[src/hpps_defs.vh]
// hpps_defs.vh: constants for the host port pin sharing block
// assumes inclusion by bare name from design files under src/
`ifndef HPPS_DEFS_VH
`define HPPS_DEFS_VH

// host modes decoded from {host_mode_sel_hi, host_mode_sel_lo}
`define HPPS_MODE_I2C_A0    2'h0
`define HPPS_MODE_I2C_A1    2'h1
`define HPPS_MODE_SPI_SLV   2'h2
`define HPPS_MODE_SPI_MST   2'h3

// i2c slave address upper bits
`define HPPS_I2C_ADDR_HI    5'h1d

// config status field positions
`define HPPS_CFG_LO_BIT     0
`define HPPS_CFG_HI_BIT     1
`define HPPS_CFG_RESET      2'h0

// spi master clock: half period in system clocks
`define HPPS_SCK_HALF       4'h2

// eeprom read command byte
`define HPPS_EE_READ_CMD    8'h03

`endif

[src/hpps_fifo.v]
// hpps_fifo.v: synchronous valid/ready fifo for eeprom read data
// assumes one clock domain and an active-low async reset
`timescale 1ns/1ps

module hpps_fifo #(
	parameter WIDTH = 8,
	parameter DEPTH = 16,
	parameter AW    = 4
)(
	// clock and reset
	input  wire             i_clk_sys,
	input  wire             i_global_reset_low,
	// fill side
	input  wire             i_in_valid,
	output wire             o_in_ready,
	input  wire [WIDTH-1:0] i_in_data,
	// drain side
	output wire             o_out_valid,
	input  wire             i_out_ready,
	output wire [WIDTH-1:0] o_out_data
);

	reg [WIDTH-1:0] mem_reg [0:DEPTH-1]; // storage words
	reg [AW:0]      wr_ptr_reg;          // extra bit tells full from empty
	reg [AW:0]      rd_ptr_reg;          // read pointer
	wire            push;                // accepted write
	wire            pop;                 // accepted read
	wire [AW:0]     fill;                // words held

	assign fill        = wr_ptr_reg - rd_ptr_reg;
	assign o_in_ready  = (fill != DEPTH[AW:0]);
	assign o_out_valid = (fill != {(AW+1){1'b0}});
	assign o_out_data  = mem_reg[rd_ptr_reg[AW-1:0]];
	assign push        = i_in_valid & o_in_ready;
	assign pop         = o_out_valid & i_out_ready;

	// storage writes, no reset needed on data
	always @(posedge i_clk_sys)
	begin
		if (push)
			mem_reg[wr_ptr_reg[AW-1:0]] <= i_in_data;
	end

	// pointer update
	always @(posedge i_clk_sys or negedge i_global_reset_low)
	begin
		if (!i_global_reset_low)
		begin
			wr_ptr_reg <= {(AW+1){1'b0}};
			rd_ptr_reg <= {(AW+1){1'b0}};
		end
		else
		begin
			if (push)
				wr_ptr_reg <= wr_ptr_reg + 1'b1;
			if (pop)
				rd_ptr_reg <= rd_ptr_reg + 1'b1;
		end
	end

endmodule

[src/hpps_top.v]
// hpps_top.v: host port pin sharing, mode strap capture, spi eeprom reader
// assumes pins arrive unsynchronised; pad logic resolves enables to wires
`timescale 1ns/1ps
`include "hpps_defs.vh"

// Contract
// - sample both mode pins at reset release
// - mode-hi pin becomes miso after reset
// - spi slave drives read data on miso
// - spi master captures eeprom data on miso
// - spi master drives sclk during autoconfig
// - sda bidirectional in i2c mode
// - master sends command address on mosi
// - mode bits decode i2c/spi slave/master
// - master drives csn low, then input
// - latch pin levels into status register
module hpps_top #(
	parameter EE_BYTES = 16,  // bytes read from eeprom during autoconfig
	parameter ADDR_W   = 16   // eeprom address width
)(
	// clock and reset
	input  wire       i_clk_sys,
	input  wire       i_global_reset_low,
	// pin if0 / csn
	input  wire       i_csn_pin,
	output reg        o_csn_out,
	output reg        o_csn_oe,
	// pin if1 / miso
	input  wire       i_miso_pin,
	output reg        o_miso_out,
	output reg        o_miso_oe,
	// pin scl / sclk
	input  wire       i_sclk_pin,
	output reg        o_sclk_out,
	output reg        o_sclk_oe,
	// pin sda / mosi
	input  wire       i_mosi_pin,
	output reg        o_mosi_out,
	output reg        o_mosi_oe,
	// core side: slave read data and i2c sda pull
	input  wire [7:0] i_slv_rd_data,
	input  wire       i_i2c_sda_low,
	// core side: slave received byte
	output reg  [7:0] o_slv_rx_data,
	output reg        o_slv_rx_valid,
	// core side: eeprom data stream
	output reg  [7:0] o_ee_data,
	output reg        o_ee_valid,
	input  wire       i_ee_ready,
	// status
	output reg  [1:0] o_config_pin_status_reg,
	output reg  [1:0] o_host_mode,
	output reg  [6:0] o_i2c_addr,
	output reg        o_autocfg_busy
);

	// master sequencer states
	localparam ST_IDLE = 3'h0;
	localparam ST_CMD  = 3'h1;
	localparam ST_DATA = 3'h2;
	localparam ST_DONE = 3'h3;
	localparam ST_WAIT = 3'h4;
	localparam CMD_BITS = 8 + ADDR_W;
	localparam [7:0] RD_CMD = `HPPS_EE_READ_CMD; // sized copy so its msb can be picked

	// pin synchronisers, first stage read only by second
	reg [3:0] sync1_reg;
	reg [3:0] sync2_reg;
	reg       sclk_d_reg;   // previous synced sclk for edge detect
	wire      csn_s  = sync2_reg[0];
	wire      miso_s = sync2_reg[1];
	wire      sclk_s = sync2_reg[2];
	wire      mosi_s = sync2_reg[3];
	wire      sclk_rise = sclk_s & ~sclk_d_reg;
	wire      sclk_fall = ~sclk_s & sclk_d_reg;

	// strap capture, master sequencer and spi slave state
	reg       cap_done_reg;  // strap taken once after release
	reg [2:0] state_reg;     // sequencer state
	reg [3:0] div_reg;       // sclk half period count
	reg [5:0] bit_reg;       // bit count in phase
	reg [CMD_BITS-1:0] sh_out_reg; // command shifter
	reg [7:0] sh_in_reg;     // eeprom byte shifter
	reg [2:0] in_cnt_reg;    // bits in received byte
	reg [15:0] byte_cnt_reg; // eeprom bytes taken
	reg [7:0] slv_tx_reg;    // slave miso shifter
	reg [7:0] slv_rx_reg;    // slave mosi shifter
	reg [2:0] slv_cnt_reg;   // slave bit count

	// fifo wiring
	reg        f_in_valid;
	wire       f_in_ready;
	wire       f_out_valid;
	wire [7:0] f_out_data;

	// two-flop synchronisers on every pin input; kept out of reset so the
	// strap levels have already passed both stages when reset lets go
	always @(posedge i_clk_sys)
	begin
		sync1_reg <= {i_mosi_pin, i_sclk_pin, i_miso_pin, i_csn_pin};
		sync2_reg <= sync1_reg;
	end

	// previous synced sclk for edge detect
	always @(posedge i_clk_sys or negedge i_global_reset_low)
	begin
		if (!i_global_reset_low)
			sclk_d_reg <= 1'b1;
		else
			sclk_d_reg <= sclk_s;
	end

	// strap capture on the first edge after release; synced values, so pins
	// must be steady from two cycles before release
	always @(posedge i_clk_sys or negedge i_global_reset_low)
	begin
		if (!i_global_reset_low)
		begin
			cap_done_reg            <= 1'b0;
			o_config_pin_status_reg <= `HPPS_CFG_RESET;
			o_host_mode             <= `HPPS_MODE_I2C_A0;
			o_i2c_addr              <= 7'h00;
		end
		else if (!cap_done_reg)
		begin
			cap_done_reg <= 1'b1;
			o_config_pin_status_reg <= {miso_s, csn_s};
			o_host_mode  <= {miso_s, csn_s};
			o_i2c_addr   <= {`HPPS_I2C_ADDR_HI, 1'b0, csn_s};
		end
	end

	// spi master sequencer: read command, address zero, then data bytes
	always @(posedge i_clk_sys or negedge i_global_reset_low)
	begin
		if (!i_global_reset_low)
		begin
			state_reg      <= ST_IDLE;
			div_reg        <= 4'h0;
			bit_reg        <= 6'h00;
			sh_out_reg     <= {CMD_BITS{1'b0}};
			sh_in_reg      <= 8'h00;
			in_cnt_reg     <= 3'h0;
			byte_cnt_reg   <= 16'h0000;
			f_in_valid     <= 1'b0;
			o_autocfg_busy <= 1'b0;
			o_sclk_out     <= 1'b0;
			o_mosi_out     <= 1'b0;
			o_csn_out      <= 1'b1;
		end
		else
		begin
			if (f_in_valid && f_in_ready)
				f_in_valid <= 1'b0;
			case (state_reg)
				ST_IDLE:
				begin
					o_sclk_out <= 1'b0;
					if (cap_done_reg && o_host_mode == `HPPS_MODE_SPI_MST)
					begin
						state_reg      <= ST_CMD;
						o_autocfg_busy <= 1'b1;
						o_csn_out      <= 1'b0;
						sh_out_reg     <= {`HPPS_EE_READ_CMD, {ADDR_W{1'b0}}};
						o_mosi_out     <= RD_CMD[7];
						bit_reg        <= 6'h00;
						div_reg        <= 4'h0;
					end
				end
				ST_CMD, ST_DATA:
				begin
					// stall clock while a formed byte waits for room in the full fifo
					if (!(f_in_valid && !f_in_ready))
					begin
						if (div_reg == `HPPS_SCK_HALF - 4'h1)
						begin
							div_reg    <= 4'h0;
							o_sclk_out <= ~o_sclk_out;
							// sample as sclk falls: the synced miso lags the pin by two
							// clocks, so at the rising toggle it would still show the
							// previous bit at this clock ratio
							if (o_sclk_out && state_reg == ST_DATA)
							begin
								sh_in_reg  <= {sh_in_reg[6:0], miso_s};
								in_cnt_reg <= in_cnt_reg + 3'h1;
								if (in_cnt_reg == 3'h7)
								begin
									f_in_valid   <= 1'b1;
									byte_cnt_reg <= byte_cnt_reg + 16'h0001;
									if (byte_cnt_reg == EE_BYTES[15:0] - 16'h0001)
										state_reg <= ST_DONE;
								end
							end
							else if (o_sclk_out && state_reg == ST_CMD)
							begin
								sh_out_reg <= {sh_out_reg[CMD_BITS-2:0], 1'b0};
								o_mosi_out <= sh_out_reg[CMD_BITS-2];
								bit_reg    <= bit_reg + 6'h01;
								if (bit_reg == CMD_BITS[5:0] - 6'h01)
									state_reg <= ST_DATA;
							end
						end
						else
							div_reg <= div_reg + 4'h1;
					end
				end
				ST_DONE:
				begin
					o_sclk_out <= 1'b0;
					o_csn_out  <= 1'b1;
					state_reg  <= ST_WAIT;
				end
				ST_WAIT:
				begin
					o_autocfg_busy <= 1'b0; // hand over to spi slave
				end
				default:
					state_reg <= ST_IDLE;
			endcase
		end
	end

	// fifo input data, byte formed with the final sampled bit
	wire [7:0] f_in_data = sh_in_reg;

	hpps_fifo #(
		.WIDTH (8),
		.DEPTH (16),
		.AW    (4)
	) u_fifo (
		.i_clk_sys   (i_clk_sys),
		.i_global_reset_low      (i_global_reset_low),
		.i_in_valid  (f_in_valid),
		.o_in_ready  (f_in_ready),
		.i_in_data   (f_in_data),
		.o_out_valid (f_out_valid),
		.i_out_ready (i_ee_ready & ~o_ee_valid),
		.o_out_data  (f_out_data)
	);

	// output stage so eeprom stream comes from flops
	always @(posedge i_clk_sys or negedge i_global_reset_low)
	begin
		if (!i_global_reset_low)
		begin
			o_ee_valid <= 1'b0;
			o_ee_data  <= 8'h00;
		end
		else if (f_out_valid && i_ee_ready && !o_ee_valid)
		begin
			o_ee_valid <= 1'b1;
			o_ee_data  <= f_out_data;
		end
		else
			o_ee_valid <= 1'b0;
	end

	// spi slave, mode 0: sample mosi on rise, shift miso on fall
	wire slv_mode = cap_done_reg && !o_autocfg_busy && o_host_mode[1] &&
		state_reg != ST_CMD && state_reg != ST_DATA && state_reg != ST_IDLE ||
		cap_done_reg && o_host_mode == `HPPS_MODE_SPI_SLV;
	always @(posedge i_clk_sys or negedge i_global_reset_low)
	begin
		if (!i_global_reset_low)
		begin
			slv_rx_reg     <= 8'h00;
			slv_tx_reg     <= 8'h00;
			slv_cnt_reg    <= 3'h0;
			o_slv_rx_data  <= 8'h00;
			o_slv_rx_valid <= 1'b0;
			o_miso_out     <= 1'b0;
		end
		else
		begin
			o_slv_rx_valid <= 1'b0;
			if (!slv_mode || csn_s)
			begin
				slv_cnt_reg <= 3'h0;
				slv_tx_reg  <= i_slv_rd_data;
				o_miso_out  <= i_slv_rd_data[7];
			end
			else if (sclk_rise)
			begin
				slv_rx_reg  <= {slv_rx_reg[6:0], mosi_s};
				slv_cnt_reg <= slv_cnt_reg + 3'h1;
				if (slv_cnt_reg == 3'h7)
				begin
					o_slv_rx_data  <= {slv_rx_reg[6:0], mosi_s};
					o_slv_rx_valid <= 1'b1;
				end
			end
			else if (sclk_fall)
			begin
				if (slv_cnt_reg == 3'h0)
					slv_tx_reg <= i_slv_rd_data;
				else
					slv_tx_reg <= {slv_tx_reg[6:0], 1'b0};
				o_miso_out <= (slv_cnt_reg == 3'h0) ? i_slv_rd_data[7] : slv_tx_reg[6];
			end
		end
	end

	// pin enables; sclk and scl come from outside in slave modes
	always @(posedge i_clk_sys or negedge i_global_reset_low)
	begin
		if (!i_global_reset_low)
		begin
			o_csn_oe  <= 1'b0;
			o_miso_oe <= 1'b0;
			o_sclk_oe <= 1'b0;
			o_mosi_oe <= 1'b0;
		end
		else
		begin
			o_csn_oe  <= o_autocfg_busy;
			o_sclk_oe <= o_autocfg_busy;
			o_miso_oe <= slv_mode & ~csn_s;
			if (o_autocfg_busy)
				o_mosi_oe <= 1'b1;
			else
				o_mosi_oe <= cap_done_reg & ~o_host_mode[1] & i_i2c_sda_low;
		end
	end

endmodule

[config.mk]
export PLATFORM = sky130hd
export DESIGN_NAME = hpps_top
export DESIGN_NICKNAME = d
export VERILOG_FILES = /design/src/hpps_fifo.v /design/src/hpps_top.v
export VERILOG_INCLUDE_DIRS = /design/src /design/src/src
export SDC_FILE = /design/constraint.sdc
export NUM_CORES = 1
export LEC_CHECK = 0
export BUFFER_PORTS_ARGS = -buffer_cell sky130_fd_sc_hd__buf_4
export CAP_MARGIN = 20
export CELL_PAD_IN_SITES_DETAIL_PLACEMENT = 0
export CELL_PAD_IN_SITES_GLOBAL_PLACEMENT = 2
export CORE_MARGIN = 10
export CORE_UTILIZATION = 45
export DETAILED_ROUTE_END_ITERATION = 16
export PLACE_DENSITY = 0.83
export SLEW_MARGIN = 20
export SYNTH_ARGS = -nofsm -noshare
export SYNTH_HDL_FRONTEND = slang
export SYNTH_SLANG_ARGS = --single-unit
[constraint.sdc]
create_clock -name i_clk_sys -period 4.95 [get_ports i_clk_sys]
set_input_delay 0.2475 -clock i_clk_sys [delete_from_list [all_inputs] [get_ports i_clk_sys]]
set_output_delay 0.2475 -clock i_clk_sys [all_outputs]
set_load 0.02 [all_outputs]
==> results list, run 1 <==
- Outcome: completed
- For this design the static power due to leakage is 4.733 nW.
* Syn-to-layout area delta: 15.06%
- Initial antenna violation count: 0
- Max Clk Rate: 0.2819 GHz
- Timing analysis after detailed placement gives a worst setup slack of 1.434 ns.
* Effective utilization at floorplan: 0.4621
* Power density of the placed cells: 447.0 nW/um^2
- In the final layout, the multi-input gates occupy 3223 um^2.
- Slew HR: 0.3764
* Count of cells along the worst hold path: 3
* Most repeated cell in the gate-level netlist after synthesis: sky130_fd_sc_hd__edfxtp_1
- Of the total power, combinational logic draws 0.175.
* Main flop type after synthesis: sky130_fd_sc_hd__edfxtp_1
- RSZ-0062 raised after global routing: no
- GRT Residual Overflow: 0
* Mean Syn Cell Area: 15.08 um^2
- Vias in the first global route: 5929
- Final setup viols: 0
- Summed over all instances, the cell type with the most area after synthesis is sky130_fd_sc_hd__edfxtp_1.
* Core area: 22030 um^2
* Iter 0 DRT Violations: 413
- Leading post-synthesis cells by instance count: sky130_fd_sc_hd__edfxtp_1 (128), sky130_fd_sc_hd__dfrtp_1 (104), sky130_fd_sc_hd__nand2_1 (44), sky130_fd_sc_hd__mux4_2 (40), sky130_fd_sc_hd__nor2_1 (31)
- Total of fill cells in the finished design: 1768
* Hold Fails Final Rpt: 0
- Yosys mapped a number of flops with a built-in enable equal to 128.
* Critical R2R Launch: u_fifo.rd_ptr_reg[2]
- The die is 170.4 um tall.
* # hold bufs at CTS: 7
- The completed layout was analyzed and its total power is 5.235 mW.
- Clk buf depth: 3
- The worst setup path is captured at a flop.
* Resized cells post-CTS: 0
- Routed WL: 20.19 mm
- Switching power as a share of total power: 0.2753
* R2r endpoint: in_cnt_reg[2]
* Crit Path Class: flop to flop
- Across the whole layout, storage elements account for 6660 um^2.
- Portion of synthesized cell area occupied by the leading cell type: 0.3776
- Worst Hold Endpoint: slv_tx_reg[3]
- For the worst flop-to-flop path, the logic depth is 9.
* Worst R2R Setup Slack: 1.40 ns
- Dividing the detail-routed via count by the number of cells gives 5.650.
- Setup ws final: 1.403 ns
* Flip-flop count of the largest register after layout: 128
- Asr flop ratio synth: 0.4380
- Yosys attributes the largest share of cell area to sky130_fd_sc_hd__edfxtp_1 (38%), sky130_fd_sc_hd__dfrtp_1 (26%), sky130_fd_sc_hd__mux4_2 (8.9%).
- Critical Path RT: 5.35 ns
- The first TritonRoute pass finished after 5 iterations.
- In the final timing run, aggregate negative setup slack is 0 ns.
- Distinct cell type count after synthesis: 62
* Maximum fanout count along the critical path: 34
* Flip-flop and latch count after synthesis: 242
- The worst path in the final design needs a cycle of 3.547 ns, including I/O delays and setup.
* Cell internal pwr: 3.794 mW
* Fraction of final layout cells sized beyond drive strength 1: 0.2370
- In the synthesized netlist, the number of instances is 675.
- The worst-case IR drop observed on VDD is 281.2 uV.
- Post-DP HPWL: 13.25 mm
* Total clock buffers created by CTS: 26
* Overall global routing resource usage: 0.1384
- Max-cap violations in this run came to 0.
- In this run the power spent charging and discharging nets is 1.441 mW.
- During placement, the flow inserted port buffers numbering 51.
- WHS: 0.02537 ns
* Register clock-pin slew on the reported worst setup and hold paths: 0.06 ns
- TritonCTS built the clock tree.
* Final worst clock skew: 0.02349 ns
- Inserted Diodes: 0
- Data arrives at the worst endpoint at 3.95 ns.
- Type of element launching the critical path: flop
* Classification of the worst-slack hold path: input pin to flop
- Routed wire length per instance: 19.59 um
- Pin placement for this block handled 54 I/O pins.
* First-pass GRT wire length: 32.28 mm
* Full die area: 29030 um^2
- The share of the Yosys chip area taken by registers is 0.6542.
* Root buffer selected by CTS: sky130_fd_sc_hd__clkbuf_16
- Summing every instance area after synthesis gives 10180 um^2.
- Once the clock tree was built, the setup fixing pass inserted 0 buffers.
- The initialized floorplan defines 54 standard-cell rows.
* Layout net count: 763
* Sequential group share of total power: 0.454
* # H-tree levels: 1
- Residual DRC count: 0
- Clock tree synthesis found a total of 242 sinks.
- The clock reaches the later pin of the worst-skew pair after 0.53 ns.
- Actual slew at the worst max-slew pin: 0.9292 ns
- The max-slew violation count came to 0.
- Dividing the final minimum period by the clock period gives 0.7166.
- The startpoint identified for the worst hold timing path is i_slv_rd_data[3].
- Number of antenna-violating nets in the routed design: 0
- Overall via count from detail_route: 5825
* Part of the power in the clock network: 0.371
* Pin count of the biggest net entering global routing: 62
- Count of synthesis-stage warnings from yosys: 0
- At the end of routability-driven placement, the weighted congestion stood at 0.8049.
* Die X-Extent: 170.4 um
how the worst max path moves through the flow:
stage | end | slack, ns | from | cells after the start
after floorplan | u_fifo.mem_reg[3][0] | 1.52 | u_fifo.rd_ptr_reg[1] | 10
after global placement | in_cnt_reg[2] | 1.54 | u_fifo.rd_ptr_reg[2] | 9
after detailed placement | u_fifo.mem_reg[8][0] | 1.43 | u_fifo.rd_ptr_reg[2] | 8
after CTS | f_in_data[1] | 1.40 | u_fifo.rd_ptr_reg[2] | 9
after global routing | u_fifo.mem_reg[8][7] | 1.17 | u_fifo.rd_ptr_reg[2] | 8
final | in_cnt_reg[2] | 1.40 | u_fifo.rd_ptr_reg[2] | 9
power by group through the flow:
stage	Sequential, mW	Clock, mW	Combinational (mW)
2_1_floorplan	2.39	0	0.687
3_3_place_gp	2.41	0	0.900
3_5_place_dp	2.42	0	0.922
4_1_cts	2.38	1.99	0.931
5_1_grt	2.40	2.07	1.01
6_report	2.38	1.94	0.914
layout by cell type, fill, tap and decap left out, drive strengths merged, types with 6 or more instances in the layout:
cell           n
nand2         44
nor2          32
ha            16
dfrtp        104
dfxtp          8
inv           21
mux2          35
o21ai         16
o211ai         9
xnor2         23
clkbuf        33
nor3          17
mux4          40
nand3         26
and3          11
nand4         21
a21oi         16
dlygate4sd3    7
clkinv        12
mux2i          9
buf           60
edfxtp       128
xor2           6
metal layers:
| layer | wire length [um] | vias up | GRT usage | share of wire |
|---|---|---|---|---|
| li1 | - | 2650 | - | - |
| met1 | 9046 | 2986 | 0.1861 | 0.45 |
| met2 | 9752 | 152 | 0.2255 | 0.48 |
| met3 | 894 | 37 | 0.02429 | 0.044 |
| met4 | 500 | 0 | 0.04119 | 0.025 |
| met5 | 0 | - | 0 | 0 |
cell families after synthesis:
| kind of cell | count (synthesis) | share of synthesized area |
|---|---|---|
| and+or+nand+nor | 171 | 0.08384 |
| buffers and inverters | 63 | 0.02999 |
| xor gates and xnor gates | 29 | 0.02495 |
| adders and majority gates | 16 | 0.01967 |
| other | 2 | 0.0007378 |
| DFF | 242 | 0.6542 |
| AOI/OAI and AO/OA | 68 | 0.05052 |
| muxes | 84 | 0.1361 |
through the flow:
step                      cell area, um^2  cells  utilization
after CTS                           11710   1031       0.5315
after detailed placement            10770    976       0.4888
final                               11710   1031       0.5317
after global routing                11710   1031       0.5317
after global placement              10770    976       0.4888
after floorplan                     10180    676            -
critical path: stages (launching register included):
cell                       delay (ns)
sky130_fd_sc_hd__dfrtp_1         0.67
sky130_fd_sc_hd__inv_1           0.11
sky130_fd_sc_hd__ha_1            0.38
sky130_fd_sc_hd__and3b_1         0.23
sky130_fd_sc_hd__or3_4           0.38
sky130_fd_sc_hd__a211oi_4        0.39
sky130_fd_sc_hd__nand4_2         0.13
sky130_fd_sc_hd__buf_4           0.28
sky130_fd_sc_hd__nand3_1         0.43
sky130_fd_sc_hd__mux2_2          0.39
area by class of cell:
cell class	instances	area share
clock buffers	33	0.06036
clock inverters	15	0.01400
inverters	23	0.007372
multi-input cells	371	0.2752
flip-flops and latches	242	0.5687
well taps	280	0.02991
repair buffers	67	0.04444
(Power assumes the default switching activity.)
==> run 2: changes to the inputs <==
- CORE_UTILIZATION: 45 -> 40
- PLACE_DENSITY: 0.83 -> 0.78
- clock period: 4.95 -> 3.2 ns (I/O delays scaled with it)
==> results list, run 2 (synthesis results as in run 1) <==
* Critical Path RT: 3.34 ns
* Final critical-path share of the clock period: 0.9041
- LEAKAGE: 4.857 nW
* Flip-flop count of the largest register after layout: 128
- Number of antenna-violating nets in the routed design: 0
- In this run, the number of DRC markers left after iteration 0 of detailed routing was 387.
- At the later pin of the worst-skew pair, clock insertion delay measures 0.50 ns.
- In the routed design, unresolved DRC markers number 0.
* Critical path launch point: u_fifo.rd_ptr_reg[2]
- Following the worst setup path forward leads to its endpoint at u_fifo.mem_reg[11][3].
- In the final routed layout, each cell accounts on average for 18.60 um.
- The initial utilization of the core area, before any placement, comes to 0.4054.
* Resized cells post-CTS: 0
- STA classifies the critical path startpoint as a flop.
* Critical R2R Launch: u_fifo.rd_ptr_reg[2]
* Final setup viols: 0
- TritonCTS built the clock tree.
- No sink is reached through more buffers than the 3 on the longest clock path.
- The number of antenna diodes in the final layout is 0.
- # hold bufs at CTS: 14
- The worst register-to-register path ends at u_fifo.mem_reg[11][3].
* Most common cell after layout, fill and taps aside: sky130_fd_sc_hd__edfxtp_1
- Across the routed clock network, the largest skew measured is 0.006969 ns.
- Standard cell with the maximum stage delay on the critical path: sky130_fd_sc_hd__nor2_2
* Core area: 25110 um^2
- For this design the top-level I/O count stands at 54.
* Row count: 58
- The setup check on the worst reg-to-reg path leaves a slack of 0.31 ns.
- The final hold violation count was 0.
* Classification of the worst-slack hold path: input pin to flop
- Overall via count from detail_route: 5740
- Based on the critical path, the design can be clocked at up to 0.3456 GHz.
* Die X-Extent: 179.5 um
- On the critical path the largest part of the delay comes from simple AND/OR/NAND/NOR gates.
* Critical path capture point type: flop
* Crit Path Class: flop to flop
* Worst Reg-to-Reg Cells: 8
- The first TritonRoute pass finished after 4 iterations.
- The tree is rooted in a sky130_fd_sc_hd__clkbuf_16.
* Post-CTS Setup Bufs: 0
* Register clock-pin slew on the reported worst setup and hold paths: 0.06 ns
* Initial antenna violation count: 0
- The finished cells cover 11970 um^2.
* Routed WL: 20.52 mm
- Vias per cell: 5.204
- On the worst path, the slowest cell contributes a delay of 0.47 ns.
* WP depth: 8
- Commonest non-fill, non-tap cells in the layout: sky130_fd_sc_hd__edfxtp_1 (128), sky130_fd_sc_hd__dfrtp_1 (103), sky130_fd_sc_hd__buf_4 (78)
- Total clock buffers created by CTS: 25
- Summed over all layers, the global routing overflow is 0.
- Overall global routing resource usage: 0.1257
* Actual slew at the worst max-slew pin: 0.9107 ns
- Traced cell by cell, the critical path runs through inv_1 -> ha_1 -> and3b_1 -> o21ai_0 -> a211oi_4 -> a31oi_2 -> nand2_1 -> nor2_2.
- Hold timing on the final database bottoms out at a slack of 0.1872 ns.
- Final core occ: 0.4766
- Outcome: completed
- Slew HR: 0.3888
* Crit path buffers/inverters: 1
- Total of buffers placed on input and output ports: 51
- Maximum fanout count along the critical path: 8
* Clock sink count: 242
- The first global-routing pass estimated 33.66 mm of wire.
- The die is 179.5 um tall.
* # H-tree levels: 1
* Number of max-slew violations in the final report: 0
- Vias in the first global route: 6055
- In the final layout, the share of cells above drive strength 1 is 0.2536.
- Post-layout min period: 2.893 ns
* Post-DP HPWL: 13.72 mm
* Total of fill cells in the finished design: 2161
* Syn-to-layout area delta: 17.58%
* Max-cap check violation count: 0
- GPL Wtd Cong: 0.7619
* Layout net count: 788
- IR analysis of the VDD net gives a maximum drop of 383.7 uV.
- Pin count of the biggest net entering global routing: 58
- RSZ-0062 raised after global routing: no
- The die covers 32230 um^2.
* Crit path DAT: 3.03 ns
* Post-Place Cell Area: 11000 um^2
* Power density of the placed cells: 674.4 nW/um^2
==> run 2: cell types whose count changed in the layout (fill, tap and decap cells not counted), moves of 2 or more <==
| cell | change |
|---|---|
| sky130_fd_sc_hd__nor2_1 | -2 |
| sky130_fd_sc_hd__nor2_2 | +2 |
| sky130_fd_sc_hd__clkbuf_1 | +2 |
| sky130_fd_sc_hd__dlygate4sd3_1 | +7 |
| sky130_fd_sc_hd__clkinv_1 | -2 |
| sky130_fd_sc_hd__buf_4 | +18 |
==> run 2: worst min path at each step <==
| stage | from | to | cells past startpoint | slack (ns) |
|---|---|---|---|---|
| 5_1_grt | i_ee_ready | o_ee_valid | 4 | 0.18 |
| 3_3_place_gp | i_miso_pin | sync1_reg[1] | 1 | 0.26 |
| 3_5_place_dp | i_miso_pin | sync1_reg[1] | 1 | 0.27 |
| 2_1_floorplan | i_global_reset_low | bit_reg[0] | 0 | -0.14 |
| 6_report | i_ee_ready | o_ee_valid | 4 | 0.19 |
| 4_1_cts | i_ee_ready | o_ee_valid | 4 | 0.18 |
==> run 2: metrics by stage <==
step	setup slack [ns]	power, mW	std cells	setup TNS [ns]
floorplan	-0.2122	4.767	676	-3.629
global placement	0.3774	5.186	1045	0
detailed placement	0.2676	5.245	1045	0
CTS	0.2508	8.183	1103	0
global route	0.1320	8.487	1103	0
finish	0.3069	8.071	1103	0
==> run 2: power breakdown <==
group / total, mW / switching (mW) / internal [mW]
registers: 3.63 / 0.181 / 3.45
clock network: 2.90 / 1.11 / 1.80
logic: 1.53 / 0.870 / 0.663
==> run 2: worst reg2reg max path, delay by kind of cell, from the launching register on <==
kind,cells,cell delay [ns]
AND/OR/NAND/NOR,3,0.94
adder cells (fa/ha/maj),1,0.36
AO/OA/AOI/OAI,3,0.83
buffers and inverters,1,0.05
flip-flops,1,0.35
==> run 2: layer usage <==
metal	up-vias	GRT usage	wire length, um
li1	2689	-	-
met1	2921	0.1646	8851
met2	100	0.2134	10370
met3	30	0.02229	970
met4	0	0.02779	321
met5	-	0	0
==> run 2: cell type report <==
class,count,area (um^2),area share
Clock inverter,11,153.9,0.01286
Sequential cell,242,6660,0.5565
Multi-Input combinational cell,371,3233,0.2702
Clock buffer,33,675.6,0.05646
Inverter,23,86.33,0.007214
Tap cell,330,412.9,0.03450
Timing Repair Buffer,93,745.7,0.06231
